[config.mk]
export PLATFORM = sky130hd
export DESIGN_NAME = ils_unit
export DESIGN_NICKNAME = d
export VERILOG_FILES = /design/src/hw/ils_addr_gen.v /design/src/hw/ils_line_mask.v /design/src/hw/ils_unit.v
export VERILOG_INCLUDE_DIRS = /design/src /design/src/hw
export SDC_FILE = /design/constraint.sdc
export NUM_CORES = 1
export LEC_CHECK = 0
export ABC_AREA = 1
export BUFFER_PORTS_ARGS = -buffer_cell sky130_fd_sc_hd__buf_2
export CORE_AREA = 2 2 140 156
export DETAILED_ROUTE_END_ITERATION = 8
export DIE_AREA = 0 0 142 158
export PLACE_DENSITY_LB_ADDON = 0.3
export SETUP_SLACK_MARGIN = 0.4
export SYNTH_ARGS = -nofsm -noshare
export SYNTH_HDL_FRONTEND = slang
export SYNTH_SLANG_ARGS = --single-unit
[constraint.sdc]
create_clock -name clk_in -period 4 [get_ports clk_in]
set_input_delay 0.8 -clock clk_in [delete_from_list [all_inputs] [get_ports clk_in]]
set_output_delay 0.8 -clock clk_in [all_outputs]
set_load 0.01 [all_outputs]
[src/hw/ilsync_consts.vh]
// Purpose: shared constants for the line-sync execution unit
// Assumes: 32-bit addresses, 100 MHz core clock
// Notes:   exception codes are the unit's own encoding
`ifndef ILSYNC_CONSTS_VH
`define ILSYNC_CONSTS_VH
`define ILS_XC_NONE      4'h0
`define ILS_XC_TLB_REFL  4'h1
`define ILS_XC_TLB_INVL  4'h2
`define ILS_XC_ADDR_LD   4'h3
`define ILS_XC_CACHE_ERR 4'h4
`define ILS_XC_BUS_ERR   4'h5
`define ILS_XC_RSVD_INS  4'h6
`define ILS_XC_WATCH     4'h7
`define ILS_CAUSE_LOAD   1'b0
`define ILS_CAUSE_STORE  1'b1
`define ILS_ST_IDLE      3'h0
`define ILS_ST_XLATE     3'h1
`define ILS_ST_LOCAL     3'h2
`define ILS_ST_GLOBAL    3'h3
`define ILS_ST_DONE      3'h4
`define ILS_OFFS_BITS    16
`define ILS_RESP_TO_NS   1000
`define ILS_RESP_TO_CYC  ((`ILS_RESP_TO_NS + 9) / 10)
`define ILS_KSEG_TOP     32'h80000000
`endif

[src/hw/ils_addr_gen.v]
// Purpose: effective address from base register and 16-bit offset
// Assumes: inputs from the same clock domain
// Notes:   result is registered
module ils_addr_gen
(
    input  wire        clk_in,
    input  wire        arst_n_in,
    input  wire        load_in,
    input  wire [31:0] base_in,
    input  wire [15:0] offset_in,
    output wire [31:0] eaddr_out
);
    reg [31:0] eaddr_r;
    wire [31:0] sext_w;

    // sign extension keeps negative offsets reaching lower lines
    assign sext_w = {{16{offset_in[15]}}, offset_in};
    assign eaddr_out = eaddr_r;

    // latch on issue so base may change after
    always @(posedge clk_in or negedge arst_n_in)
    begin
        if (!arst_n_in)
            eaddr_r <= 32'h00000000;
        else if (load_in)
            eaddr_r <= base_in + sext_w;
    end
endmodule

[src/hw/ils_line_mask.v]
// Purpose: line-align the effective address to one cache line
// Assumes: line size a power of two
// Notes:   pure combinational decode
module ils_line_mask
#(
    parameter LINE_BITS = 5
)
(
    input  wire [31:0] eaddr_in,
    output wire [31:0] line_addr_out
);
    // only the single containing line is named
    assign line_addr_out = {eaddr_in[31:LINE_BITS],
                            {LINE_BITS{1'b0}}};
endmodule

[src/hw/ils_unit.v]
// Purpose: execute the instruction-cache line synchronize operation
// Assumes: pipeline issues one op at a time; translation returns in order
// Notes:   exception outputs are registered; handshakes are combinational;
//          the response budget restarts for the broadcast phase;
//          a locked line finishes clean with no cache request
`include "ilsync_consts.vh"

// Operation
// - effective address is base plus sign-extended 16-bit offset.
// - act only on the one line holding the effective address.
// - tlb refill and invalid faults reported with load cause.
// - never tlb modified, never store-cause refill.
// - never execute-inhibit or read-inhibit faults.
// - writeback cache error reported as cache error.
// - errored bus transaction raises bus error exception.
// - optional load address error for faulting kernel regions.
// - data watch triggering fixed by a parameter.
// - locked lines are left untouched.
// - accepted in every privilege mode.
// - local caches always, shared outer caches where needed.
// - with hardware-coherent icaches the op is a no-operation.
// - broadcast only when the attribute is coherent.
// - all affected cache levels handled alike, global or local.
// - latest release always globalizes coherent addresses.
// - first-release device treats opcode as reserved instruction.
module ils_unit
#(
    parameter LINE_BITS      = 5,
    parameter ARCH_REL       = 6,
    parameter HW_ICOHERENT   = 0,
    parameter KSEG_ADDR_ERR  = 1,
    parameter WATCH_TRIGGERS = 0,
    parameter RESP_TO_CYC    = `ILS_RESP_TO_CYC
)
(
    input  wire        clk_in,
    input  wire        arst_n_in,
    // issue from the pipeline
    input  wire        issue_valid_in,
    output wire        issue_ready_out,
    input  wire [31:0] base_in,
    input  wire [15:0] offset_in,
    input  wire        user_mode_in,
    // translation lookup
    output wire        xlate_req_out,
    output wire [31:0] xlate_vaddr_out,
    output wire        xlate_cause_out,
    input  wire        xlate_done_in,
    input  wire        xlate_miss_in,
    input  wire        xlate_invalid_in,
    input  wire        xlate_coherent_in,
    input  wire        watch_match_in,
    // local caches and shared outer levels
    output wire        local_req_out,
    output wire        outer_req_out,
    output wire [31:0] line_addr_out,
    input  wire        line_locked_in,
    input  wire        local_done_in,
    input  wire        outer_done_in,
    input  wire        wb_err_in,
    input  wire        bus_err_in,
    // broadcast to other coherent icaches
    output wire        bcast_req_out,
    input  wire        bcast_done_in,
    // completion to pipeline
    output reg         done_out,
    output reg         exc_out,
    output reg  [3:0]  exc_code_out,
    output reg         exc_cause_out,
    output reg  [31:0] bad_vaddr_out,
    output reg         watch_out
);
    // sequencing state
    reg  [2:0]  state_r;
    reg  [2:0]  state_nxt;
    reg         global_r;
    reg         locked_r;
    reg         local_ok_r;
    reg         outer_ok_r;
    reg  [15:0] tmo_r;
    reg         err_r;
    reg  [3:0]  err_code_r;
    reg         user_r;

    // combinational decode of the current step
    reg         pend_exc;
    reg  [3:0]  pend_code;
    reg         finish;

    // derived strobes
    wire [31:0] eaddr_w;
    wire [31:0] line_w;
    wire        accept_w;
    wire        rsvd_w;
    wire        kseg_w;
    wire        tmo_hit_w;
    wire        enter_glob_w;
    wire        user_mode_in_r_w;

    // kernel region test, used only by the translate check;
    // unsigned compare: the upper half of the space is kernel only
    function is_kernel;
        input [31:0] a;
        begin
            is_kernel = (a >= `ILS_KSEG_TOP);
        end
    endfunction

    // acceptance ignores privilege mode: no coprocessor check on this op;
    // one op at a time, so ready stands only while idle
    assign issue_ready_out = (state_r == `ILS_ST_IDLE);
    assign accept_w = issue_valid_in && issue_ready_out;
    assign rsvd_w = (ARCH_REL < 2);
    assign tmo_hit_w = (tmo_r == 16'h0000);

    // the broadcast gets a fresh response budget of its own, so a slow
    // local answer cannot eat into the time the other icaches need
    assign enter_glob_w = (state_r == `ILS_ST_LOCAL) &&
                          (state_nxt == `ILS_ST_GLOBAL);

    // address sum registered at acceptance, stable for the whole op
    ils_addr_gen u_addr
    (
        .clk_in    (clk_in),
        .arst_n_in (arst_n_in),
        .load_in   (accept_w),
        .base_in   (base_in),
        .offset_in (offset_in),
        .eaddr_out (eaddr_w)
    );

    // line alignment of the registered address
    ils_line_mask #(.LINE_BITS(LINE_BITS)) u_mask
    (
        .eaddr_in      (eaddr_w),
        .line_addr_out (line_w)
    );

    // user mode captured at issue, used for the kernel region fault;
    // a kernel caller reaches the upper region without any fault
    assign user_mode_in_r_w = user_r && is_kernel(eaddr_w);
    assign kseg_w = (KSEG_ADDR_ERR != 0) && user_mode_in_r_w;

    // privilege level of the op in flight
    always @(posedge clk_in or negedge arst_n_in)
    begin
        if (!arst_n_in)
            user_r <= 1'b0;
        else if (accept_w)
            user_r <= user_mode_in;
    end

    // translation always asks with load cause, never store
    assign xlate_req_out   = (state_r == `ILS_ST_XLATE) && !kseg_w;
    assign xlate_vaddr_out = eaddr_w;
    assign xlate_cause_out = `ILS_CAUSE_LOAD;
    assign line_addr_out   = line_w;

    // locked lines and errors suppress any cache action
    assign local_req_out = (state_r == `ILS_ST_LOCAL) && !local_ok_r &&
                           !line_locked_in && !err_r;
    assign outer_req_out = (state_r == `ILS_ST_LOCAL) && !outer_ok_r &&
                           !line_locked_in && !err_r;
    assign bcast_req_out = (state_r == `ILS_ST_GLOBAL) && !err_r;

    // next state and exception selection
    always @*
    begin
        state_nxt = state_r;
        pend_exc  = 1'b0;
        pend_code = `ILS_XC_NONE;
        finish    = 1'b0;
        case (state_r)
            `ILS_ST_IDLE:
            begin
                // reserved opcode and the coherent no-op finish at once
                if (accept_w)
                begin
                    if (rsvd_w)
                    begin
                        pend_exc  = 1'b1;
                        pend_code = `ILS_XC_RSVD_INS;
                        finish    = 1'b1;
                    end
                    else if (HW_ICOHERENT != 0)
                        finish = 1'b1;
                    else
                        state_nxt = `ILS_ST_XLATE;
                end
            end
            `ILS_ST_XLATE:
            begin
                // no protection inhibit faults are ever raised here
                // address error is decided before any lookup goes out
                if (kseg_w)
                begin
                    pend_exc  = 1'b1;
                    pend_code = `ILS_XC_ADDR_LD;
                    finish    = 1'b1;
                end
                else if (xlate_done_in)
                begin
                    if (xlate_miss_in)
                    begin
                        pend_exc  = 1'b1;
                        pend_code = `ILS_XC_TLB_REFL;
                        finish    = 1'b1;
                    end
                    else if (xlate_invalid_in)
                    begin
                        pend_exc  = 1'b1;
                        pend_code = `ILS_XC_TLB_INVL;
                        finish    = 1'b1;
                    end
                    else
                        state_nxt = `ILS_ST_LOCAL;
                end
            end
            `ILS_ST_LOCAL:
            begin
                // an error outranks a lock; a lock alone ends clean
                if (err_r || locked_r)
                begin
                    pend_exc  = err_r;
                    pend_code = err_code_r;
                    finish    = 1'b1;
                end
                else if (local_ok_r && outer_ok_r)
                begin
                    if (global_r)
                        state_nxt = `ILS_ST_GLOBAL;
                    else
                        finish = 1'b1;
                end
            end
            `ILS_ST_GLOBAL:
            begin
                // the op ends once the icaches answer, or at once on an error or timeout
                if (err_r)
                begin
                    pend_exc  = 1'b1;
                    pend_code = err_code_r;
                    finish    = 1'b1;
                end
                else if (bcast_done_in)
                    finish = 1'b1;
            end
            default:
                state_nxt = `ILS_ST_IDLE;
        endcase
        // every finish returns to idle: ready rises with done
        if (finish)
            state_nxt = `ILS_ST_IDLE;
    end

    // state, progress flags and error capture
    always @(posedge clk_in or negedge arst_n_in)
    begin
        if (!arst_n_in)
        begin
            state_r    <= `ILS_ST_IDLE;
            global_r   <= 1'b0;
            locked_r   <= 1'b0;
            local_ok_r <= 1'b0;
            outer_ok_r <= 1'b0;
            err_r      <= 1'b0;
            err_code_r <= `ILS_XC_NONE;
            tmo_r      <= 16'h0000;
        end
        else
        begin
            state_r <= state_nxt;
            // progress flags restart while the translation is pending
            if (state_r == `ILS_ST_XLATE)
            begin
                // coherent attribute and release 2 or later decide globalize
                global_r   <= xlate_coherent_in &&
                              (ARCH_REL >= 6 || ARCH_REL >= 2);
                locked_r   <= 1'b0;
                local_ok_r <= 1'b0;
                outer_ok_r <= 1'b0;
                err_r      <= 1'b0;
                // no code of an earlier fault may ride on a clean finish
                err_code_r <= `ILS_XC_NONE;
                tmo_r      <= RESP_TO_CYC[15:0];
            end
            else if (state_r == `ILS_ST_LOCAL ||
                     state_r == `ILS_ST_GLOBAL)
            begin
                // the lock is sampled only while the line phase runs
                if (state_r == `ILS_ST_LOCAL && line_locked_in)
                    locked_r <= 1'b1;
                // each level answers once; its request drops on that answer
                if (local_done_in)
                    local_ok_r <= 1'b1;
                if (outer_done_in)
                    outer_ok_r <= 1'b1;
                // reload on the way into the broadcast, else count down
                if (enter_glob_w)
                    tmo_r <= RESP_TO_CYC[15:0];
                else if (!tmo_hit_w)
                    tmo_r <= tmo_r - 16'h0001;
                // a silent responder ends as a bus error
                // writeback errors outrank plain bus errors
                if (wb_err_in && !err_r)
                begin
                    err_r      <= 1'b1;
                    err_code_r <= `ILS_XC_CACHE_ERR;
                end
                else if ((bus_err_in || tmo_hit_w) && !err_r)
                begin
                    err_r      <= 1'b1;
                    err_code_r <= `ILS_XC_BUS_ERR;
                end
            end
        end
    end

    // completion report, faulting address kept on exception
    always @(posedge clk_in or negedge arst_n_in)
    begin
        if (!arst_n_in)
        begin
            done_out      <= 1'b0;
            exc_out       <= 1'b0;
            exc_code_out  <= `ILS_XC_NONE;
            exc_cause_out <= `ILS_CAUSE_LOAD;
            bad_vaddr_out <= 32'h00000000;
            watch_out     <= 1'b0;
        end
        else
        begin
            done_out      <= finish;
            exc_out       <= finish && pend_exc;
            exc_code_out  <= finish ? pend_code : `ILS_XC_NONE;
            // cause stays load type: no store-cause fault leaves this unit
            exc_cause_out <= `ILS_CAUSE_LOAD;
            watch_out     <= (WATCH_TRIGGERS != 0) && xlate_done_in &&
                             (state_r == `ILS_ST_XLATE) &&
                             watch_match_in;
            if (finish && pend_exc)
                bad_vaddr_out <= eaddr_w;
        end
    end
endmodule

## After elaboration in Yosys (flattened, before gate mapping)

Index checks and enable logic that the tools add are counted.

| storage, ports and cells | value |
|---|---|
| register bits after elaboration | 99 |
| input port bits | 63 |

| operators by class | value |
|---|---|
| $add $sub $neg | 2 |
| order comparisons | 1 |
| equal/unequal tests | 5 |
| muxes and demuxes | 52 |
| reductions and logical operators | 36 |

Operators with widths:

| operator | number |
|---|---|
| 2-to-1 mux 16 bit | 4 |
| adder 32 bit | 1 |
| >= comparator 32 bit, second input constant | 1 |
| 2-to-1 mux 4 bit | 7 |
| 2-to-1 mux 3 bit | 9 |
| 2-to-1 mux 1 bit | 24 |
| logical AND 1 bit | 16 |
| zero test 16 bit | 1 |
| subtractor 16 x 1 -> 16 bit, second input constant | 1 |
| one-hot mux 3 bit (4 select lines) | 1 |
| one-hot mux 4 bit (3 select lines) | 1 |
| AND reduction 2 bit | 5 |
| equality test 3 x 2 -> 1 bit, second input constant | 3 |
| 2-to-1 mux 2 bit | 4 |
| nonzero test 2 bit | 4 |
| one-hot mux 1 bit (3 select lines) | 2 |
| zero test 1 bit | 5 |
| equality test 3 x 1 -> 1 bit, second input constant | 1 |
| zero test 3 bit | 1 |
| logical OR 1 bit | 3 |
| != test 3 x 1 -> 1 bit, second input constant | 1 |
| nonzero test 3 bit | 1 |

## Longest topological paths before layout

Gate-level depths: netlist of run 1.

| depth | value |
|---|---|
| depth in word-level cells | 11 |
| mapped depth | 13 |

## Hierarchy

Synthesis of run 1 repeated with hierarchy kept, for this count alone.

| second synthesis, totals | value |
|---|---|
| cell total of the unflattened synthesis | 997 |
| area total of the unflattened synthesis | 6740.2 µm² |

By module, submodules not included:

| module | instances | cells an instance | area each (µm²) | seq. area each (µm²) |
|---|---|---|---|---|
| ils_addr_gen | 1 | 609 | 3549.7 | 800.8 |
| ils_unit | 1 | 355 | 2946.6 | 1576.5 |
| ils_line_mask | 1 | 33 | 244.0 | 0.0 |

## Least setup slack after synthesis of run 1

No wires, ideal clock.

| path | value |
|---|---|
| path type | input-to-reg |
| from | input base_in[0] |
| to | register u_addr.eaddr_r[28], in the netlist u_addr.eaddr_out[28] |
| setup time | 0.117 ns |
| arrival | 2.113 ns |
| data required time | 3.883 ns |
| setup slack | 1.770 ns |
| stages on the path | 13 |
| path buffers | 0 |
| cells stage by stage | ha_1 -> inv_1 -> fa_1 -> inv_1 -> nand3_1 -> nand3_1 -> nand2_1 -> nand3_1 -> nand2_1 -> nand2_1 -> nand2_1 -> nand3_1 -> nand2_1 |

| on the way | value |
|---|---|
| cells in the longest elaborated chain, start to end | 1 |

Ends and longest elaborated chain:

| what | RTL line | source |
|---|---|---|
| from (decl) | ils_unit.v:41 | `input wire [31:0] base_in,` |
| adder 32 bit | ils_addr_gen.v:26 | `eaddr_r <= base_in + sext_w;` |
| to (signal assigned) | ils_addr_gen.v:26 |  |
| to (decl) | ils_addr_gen.v:13 | `reg [31:0] eaddr_r;` |

No other way between the ends.
A chain may end at the register's enable or synchronous reset.

## Final worst setup path of run 1

| path | value |
|---|---|
| from | register state_r[2] |
| to | output xlate_req_out |

| on the way | value |
|---|---|
| cells in the longest elaborated chain, start to end | 2 |

Ends and longest elaborated chain:

| what | RTL line | source |
|---|---|---|
| from (decl) | ils_unit.v:74 | `reg [2:0] state_r;` |
| from (signal assigned) | ils_unit.v:261 | `` state_r <= `ILS_ST_IDLE; `` |
| from (signal assigned) | ils_unit.v:272 | `state_r <= state_nxt;` |
| equality test 3 x 1 -> 1 bit | -- |  |
| logical AND 1 bit | ils_unit.v:154 | `` assign xlate_req_out = (state_r == `ILS_ST_XLATE) && !kseg_w; `` |
| to (decl) | ils_unit.v:45 | `output wire xlate_req_out,` |

No other way between the ends.

==> results of run 1 <==
## cell type report
cell class / count / share of cell area (%)
repair buffers: 167 / 10.5
well taps: 261 / 4.02
flip-flops and latches: 95 / 29.3
multi-input cells: 708 / 44.4
inverters: 173 / 8.00
clock inverters: 5 / 0.847
clock buffers: 11 / 2.99
## power by group through the flow
stage	Sequential (mW)	Clock [mW]	Combinational, mW
6_report	1.59	0.893	1.63
5_1_grt	1.65	0.962	1.85
4_1_cts	1.60	0.919	1.65
3_5_place_dp	1.62	0	1.64
3_3_place_gp	1.61	0	1.62
2_1_floorplan	1.68	0	1.06
## state kept, by name, summed over array words and instances, names as in the netlist, 3 cells and up
signal and count:
bad_vaddr_out 32, exc_code_out 3, state_r 3, tmo_r 16, u_addr.eaddr_out 32
## Yosys cell counts (12+ instances only)
master     n  area, um2
nor3_1    13       65.1
a21oi_1   30        150
inv_1    170        638
nand3_1   75        375
dfrtp_1   95       2380
o21ai_0   23        115
nor2_1    63        236
nand4_1   12       75.1
nand2_1  337       1260
o21ai_2   28        245
buf_4     36        270
ha_1      32        400
nand2_2   28        175
## kinds of logic (layout without fill, tap and decap cells)
kind of cell             after synthesis  count (layout)  synth area share (%)
AO/OA/AOI/OAI                         98              98                  9.11
adder cells (fa/ha/maj)               33              33                  5.99
flip-flops                            95              95                  33.9
XOR/XNOR                              15              15                  1.87
buffers and inverters                225             356                  15.3
AND/OR/NAND/NOR                      552             552                  33.8
other                                  1              10                0.0534
## critical path: cells and delay by family (launching register included)
| kind | cells | cell delay [ps] |
|---|---|---|
| and+or+nand+nor | 1 | 460 |
| buffers and inverters | 2 | 370 |
| AOI/OAI and AO/OA | 1 | 160 |
| DFF | 1 | 440 |
## metal layers
metal | routed length [um] | share of wire, % | track usage, %
met1 | 8410 | 46 | 22.1
met5 | 0 | 0 | 0
met3 | 677 | 3.7 | 2.27
met4 | 337 | 1.8 | 5.67
met2 | 8880 | 49 | 28.2
## how the worst min path moves through the flow
stage                     depth (start not counted)  startpoint  slack, ps  endpoint
after global routing                              1    tmo_r[0]        520  tmo_r[0]
after CTS                                         1    tmo_r[0]        490  tmo_r[0]
after floorplan                                   1    tmo_r[0]        460  tmo_r[0]
after detailed placement                          1    tmo_r[0]        490  tmo_r[0]
after global placement                            1    tmo_r[0]        490  tmo_r[0]
final                                             1    tmo_r[0]        490  tmo_r[0]
==> metrics.txt, run 1 <==
status finished clean; Area growth syn-to-layout 15.7%; power per cell area about 510 nW/um2; R2R Setup Slk around 1700 ps; die area between 20000 and 25000 um2; DR pass1 iterations 5; CP max-delay cell nor3_4; Async S/R FF share, synth 100%; placed instance area between 7000 and 8000 um2; maximum VDD drop ~0.18 mV; DRC 0; Reg clk slew, reported paths roughly 70 ps; # hold bufs at CTS 0; beginning of the critical path state_r[2]; initial antenna violation count 0; Worst R2R End bad_vaddr_out[3]; Core Area approximately 21000 um2; most common cell after layout, fill and taps aside nand2_1; fin crit share about 64%; hold_ws 490 ps; worst-path fanout max 14; htree depth 3; antenna cell count 0; I/O pins about 170; Max Clock Skew around 18 ps; Pint 2.47 mW; drt wl/cell between 10 and 15 um; NetSw 1.65 mW; CP required roughly 3200 ps; CTS resizes 0; Worst Setup End Kind output port; vias in the first global route approximately 6k; most frequent cells in the layout nand2_1 (337), inv_1 (170), buf_2 (161); Synth Warn # 0; gr usage total 16.7%; GRT overflow 0; DP HPWL ~15000 um; design area between 8000 and 9000 um2; share of power burned in combinational logic roughly two fifths; fraction of layout cells with a size suffix above 1 22.1%; Clk Latency, worst-skew pair around 350 ps; Setup violations, final 0; Post-CTS Setup Repair Bufs 0; synth unique cells between 40 and 50; part of the power in registers ~39%; DR vias between 6k and 7k; Rows 56; DR vias/cell between 4 and 5; Layout Nets 1250; leakage power 4.71 nW; CP max stage delay approximately 460 ps; Final Hold Fails 0; Clock power frac a little over a fifth; Pwr Total roughly 4 mW; area of the multi-input gates approximately 3600 um2; CP startpoint kind flop; GP Congestion between 0.8 and 0.9; port bufs roughly 160; Rel. slew slack ~50%; final WL between 15000 and 20000 um; Fin Setup TNS 0 ps; crit-path cells nor3_4, inv_2, a21oi_1, buf_2; Max-Cap Viols 0; Root Buffer clkbuf_16; Worst-Margin Slew around 750 ps; largest net degree at the start of global routing slightly below 60; Post-Syn Area per Cell about 6.9 um2; sequential area share after synthesis roughly a third; ANT nets after route 0; Net Sw Frac between 30% and 40%; final setup slack of the worst path 1430 ps; Seq cells post-synth 95; post-synthesis instance area between 7000 and 8000 um2; Reg area roughly 2400 um2; Die W about 140 um; DRT iter0 DRCs ~350; TritonCTS Buffers 9; Post-synth EDFFs 0; Min-Delay Path Class reg2reg; clk buf depth 2; final cell count without fillers about 1.4k; Final Max Tran Viols 0; Initial Util 33.5%; Placed Cells between 1k and 1.5k; crit path DAT between 1500 and 2000 ps; fin util 38.8%; R2R cell count 7; fill count 2250; Max Clock Freq 389 MHz; first-pass GRT wire length 29700 um; CP Class reg2out; Setup crit end xlate_req_out; final period demand of the worst path about 2600 ps; Num Clock Sinks between 90 and 100; TritonCTS clock tree done; Die Y ~160 um; synthesized instance count between 1k and 1.5k; unrepaired setup endpoints after global routing false; ys flop type dfrtp_1; pre-CTS setup slack about 1200 ps; worst r2r src state_r[2]
No activity file was read; power rests on OpenSTA's default activity.
==> run 2, diff against run 1 <==
clock period = 2.4 ns   (was 4 ns; I/O delays follow)
==> metrics.txt, run 2 (synthesized netlist as in run 1, its figures left out) <==
fin crit share about four fifths; fraction of layout cells with a size suffix above 1 approximately a quarter; I/O pins 173; CP max-delay cell dfrtp_1; Reg clk slew, reported paths about 70 ps; Die Y approximately 160 um; Num Clock Sinks 95; DR vias/cell 4.50; Core Area ~21000 um2; Worst Setup End Kind output port; GP Congestion approximately 0.86; Rows 56; Buf+Inv Stages, Crit Path 3; DR vias 6475; drt wl/cell between 10 and 15 um; Layout Nets 1269; worst-path fanout max 6; Setup crit end xlate_req_out; cell family with most CP delay buffers and inverters; first-pass GRT wire length ~30000 um; Die W between 100 and 150 um; gr usage total 16.8%; TritonCTS Buffers 9; final period demand of the worst path roughly 1900 ps; beginning of the critical path state_r[0]; Worst R2R End tmo_r[8]; fin util 40.3%; GRT overflow 0; crit path DAT ~1400 ps; final cell count without fillers roughly 1.4k; power per cell area approximately 820 nW/um2; die area roughly 22000 um2; ANT nets after route 0; Final Max Tran Viols 0; CP required around 1900 ps; antenna cell count 0; Placed Cells 1416; crit-path cells inv_1, nor3_4, clkinv_4, a21oi_1, buf_2; Max-Cap Viols 0; Clk Latency, worst-skew pair about 350 ps; TritonCTS clock tree done; Max Clock Freq roughly 520 MHz; maximum VDD drop between 0.3 and 0.4 mV; hold_ws approximately 330 ps; Initial Util roughly 33%; Rel. slew slack between 60% and 70%; htree depth 3; unrepaired setup endpoints after global routing true; most common cell after layout, fill and taps aside nand2_1; worst r2r src tmo_r[13]; Root Buffer clkbuf_16; initial antenna violation count 0; Max Clock Skew between 8 and 9 ps; DP HPWL ~15000 um; pre-CTS setup slack 54.3 ps; most frequent cells in the layout nand2_1 (334), inv_1 (168), buf_2 (160); final WL about 18000 um; final setup slack of the worst path approximately 480 ps; DRC 0; clk buf depth 2; Critical Path Stages 5; CP max stage delay about 340 ps; CP startpoint kind flop; largest net degree at the start of global routing 50; Final Hold Fails 0; CP Class reg2out; Fin Setup TNS 0 ps; R2R cell count 8; DRT iter0 DRCs between 300 and 400; DR pass1 iterations 5; port bufs ~160; leakage power roughly 4.8 nW; Worst-Margin Slew roughly 560 ps; vias in the first global route ~5.9k; Area growth syn-to-layout 20.3%; status finished clean; Min-Delay Path Class in2reg; Setup violations, final 0; R2R Setup Slk 580 ps
run 2: per-stage QoR:
step / power, mW / instance area, um2
floorplan: 4.56 / 7050
global placement: 5.43 / 7940
detailed placement: 5.48 / 7940
CTS: 6.98 / 8260
global route: 7.53 / 8450
finish: 6.94 / 8450
run 2: layer usage:
layer	part of all wire [%]	global-route usage (%)	routed length, um
met2	47	27.9	8580
met1	47	21.9	8700
met4	2.7	6.90	500
met5	0	0	0
met3	3.4	2.33	628
run 2: how the worst min path moves through the flow:
stage,cells after the start,from,to
floorplan,0,arst_n_in,bad_vaddr_out[0]
global placement,1,arst_n_in,u_addr.eaddr_out[14]
detailed placement,1,arst_n_in,u_addr.eaddr_out[14]
CTS,3,user_mode_in,user_r
global route,3,user_mode_in,user_r
finish,3,user_mode_in,user_r
run 2: layout make-up:
cell class              count  area [um2]
fillers                  2189       12500
clock buffers              11         243
repair buffers            186        1040
flip-flops and latches     95        2380
multi-input cells         708        3750
clock inverters             4        55.1
well taps                 261         327
inverters                 173         659
run 2: worst reg2reg max path, cell delays in order (launching register included):
cell and delay, ps:
dfrtp_1 420, or2_2 330, nor3_1 230, nand3_2 150, nand2_1 150, nand2_4 170
inv_4 170, nand2_1 60, o21ai_0 70
run 2: what timing repair did:
item / CTS / global route
hold buffers: 1 / 0
hold endpoints to repair: 17 / 0
endpoints found under the setup margin: 2 / 35
resized for setup: 2 / 40
pin swaps: 1 / 2
setup buffers: 1 / 5
run 2: report_power, final:
part | switching (mW) | internal (mW)
Clock | 0.623 | 0.837
Sequential | 0.486 | 2.16
Combinational | 1.67 | 1.16
Total | 2.77 | 4.17
==> run 3, diff against run 2 <==
clock period = 1.57 ns   (was 2.4 ns; I/O delays follow)
==> metrics.txt, run 3 (synthesized netlist as in run 1, its figures left out) <==
Max Clock Freq 565 MHz; Clk Latency, worst-skew pair ~350 ps; most frequent cells in the layout nand2_1 (274), buf_4 (154), inv_1 (152); leakage power between 6 and 7 nW; maximum VDD drop about 0.52 mV; failing checks setup timing; DR vias/cell 4.62; hold_sp xlate_coherent_in; final setup slack of the worst path -201 ps; Die W ~140 um; Worst Setup End Kind flop; Fin Setup TNS -6710 ps; CP required about 1900 ps; Max-Cap Viols 0; Root Buffer clkbuf_16; hold path cells 3; Rows 56; CP max-delay cell dfrtp_2; TritonCTS clock tree done; share of power burned in combinational logic 53.7%; gr usage total about a fifth; CP Class reg2reg; part of the power in registers between 20% and 30%; Layout Nets roughly 1.4k; Initial Util ~33%; Max Clock Skew 11.0 ps; I/O pins roughly 170; worst r2r src state_r[2]; Final Hold Fails 0; power per cell area between 1000 and 1500 nW/um2; crit path DAT approximately 2100 ps; fin crit share 113%; fill count between 1.5k and 2k; initial antenna violation count 0; CP startpoint kind flop; drt wl/cell between 10 and 15 um; final period demand of the worst path ~1800 ps; CP max stage delay approximately 450 ps; worst-path fanout max 8; area of the multi-input gates around 4800 um2; vias in the first global route slightly above 7k; Area growth syn-to-layout 62.4%; fraction of layout cells with a size suffix above 1 between 40% and 50%; GRT overflow 0; die area 22400 um2; Min-Delay Path Class in2reg; Die Y 158 um; ANT nets after route 0; Reg clk slew, reported paths approximately 70 ps; antenna cell count 0; DP HPWL roughly 17000 um; Final Max Tran Viols 0; port bufs approximately 160; htree depth 3; TritonCTS Buffers 9; first-pass GRT wire length around 36000 um; Num Clock Sinks between 90 and 100; DRT iter0 DRCs around 340; clk buf depth 2; Reg area 2390 um2; hold_ws 181 ps; most frequent cell on the critical path buf_12; DR vias between 7k and 8k; crit-path cells nor3_4, inv_2, buf_6, a21oi_4, a31oi_4, o21ai_4, buf_12, buf_12, buf_12, nand2_2, o21ai_1; NetSw about 5.4 mW; largest net degree at the start of global routing 43; DRC 0; Core Area between 20000 and 25000 um2; final WL 23700 um; Clock power frac 16.5%; R2R cell count 11; beginning of the critical path state_r[2]; Pint 8.23 mW; unrepaired setup endpoints after global routing true; GP Congestion between 0.9 and 1; DR pass1 iterations 5; Setup violations, final 55; status finished, violations left; most common cell after layout, fill and taps aside nand2_1; Net Sw Frac around two fifths
## run 3: path summary, 6_finish.rpt
path	to	slack (ps)
setup / recovery	bad_vaddr_out[3]	-200
hold / removal	global_r	180
setup reg to reg	bad_vaddr_out[3]	-200
hold reg to reg	global_r	510
max in group asynchronous	state_r[2]	640
min in group asynchronous	bad_vaddr_out[5]	380
## run 3: repair_timing
item,in CTS,in global routing
cloned,3,6
hold buffers,1,0
gates resized for setup,192,106
endpoints found under the setup margin,184,190
endpoints found under the hold margin,12,0
pin swaps,49,31
buffers inserted,60,23
## run 3: metrics by stage
stage               total power [mW]  utilization (%)  setup WS (ps)  instances  instance area [um2]
global route                    14.5             54.4           -280       1614                11400
detailed placement              9.23             43.4           -436       1506                 9100
finish                          13.6             54.4           -201       1614                11400
CTS                             12.8             50.9           -181       1585                10700
global placement                9.14             43.4           -428       1506                 9100
floorplan                       7.20                -          -20.4       1028                 7490
## run 3: layout make-up
| type | instances | area share (%) |
|---|---|---|
| tap | 261 | 2.86 |
| clock inverter | 6 | 0.615 |
| multi-input combinational | 708 | 42.0 |
| sequential | 95 | 21.0 |
| timing repair inverter | 1 | 0.0768 |
| inverter | 173 | 5.85 |
| clock buffer | 9 | 1.98 |
| timing repair buffer | 361 | 25.7 |
## run 3: metal layers
layer | share of wire, % | up-vias | wire (um) | track usage [%]
li1 | - | 3785 | - | -
met1 | 43 | 3461 | 10300 | 25.7
met2 | 50 | 172 | 11900 | 36.4
met3 | 3.4 | 36 | 799 | 1.72
met4 | 2.8 | 0 | 656 | 7.52
met5 | 0 | - | 0 | 0
## run 3: critical path, delay by kind of cell (launching register included)
kind	cells	cell delay [ps]
compound gates	4	390
flops	1	450
simple gates	2	260
buf+inv	5	600
## run 3: power by group through the flow
| stage | clock [mW] | combinational [mW] | sequential, mW |
|---|---|---|---|
| final | 2.24 | 7.29 | 4.06 |
| after global routing | 2.36 | 7.94 | 4.16 |
| after CTS | 2.27 | 6.52 | 4.02 |
| after detailed placement | 0 | 5.14 | 4.09 |
| after global placement | 0 | 5.08 | 4.06 |
| after floorplan | 0 | 2.91 | 4.29 |
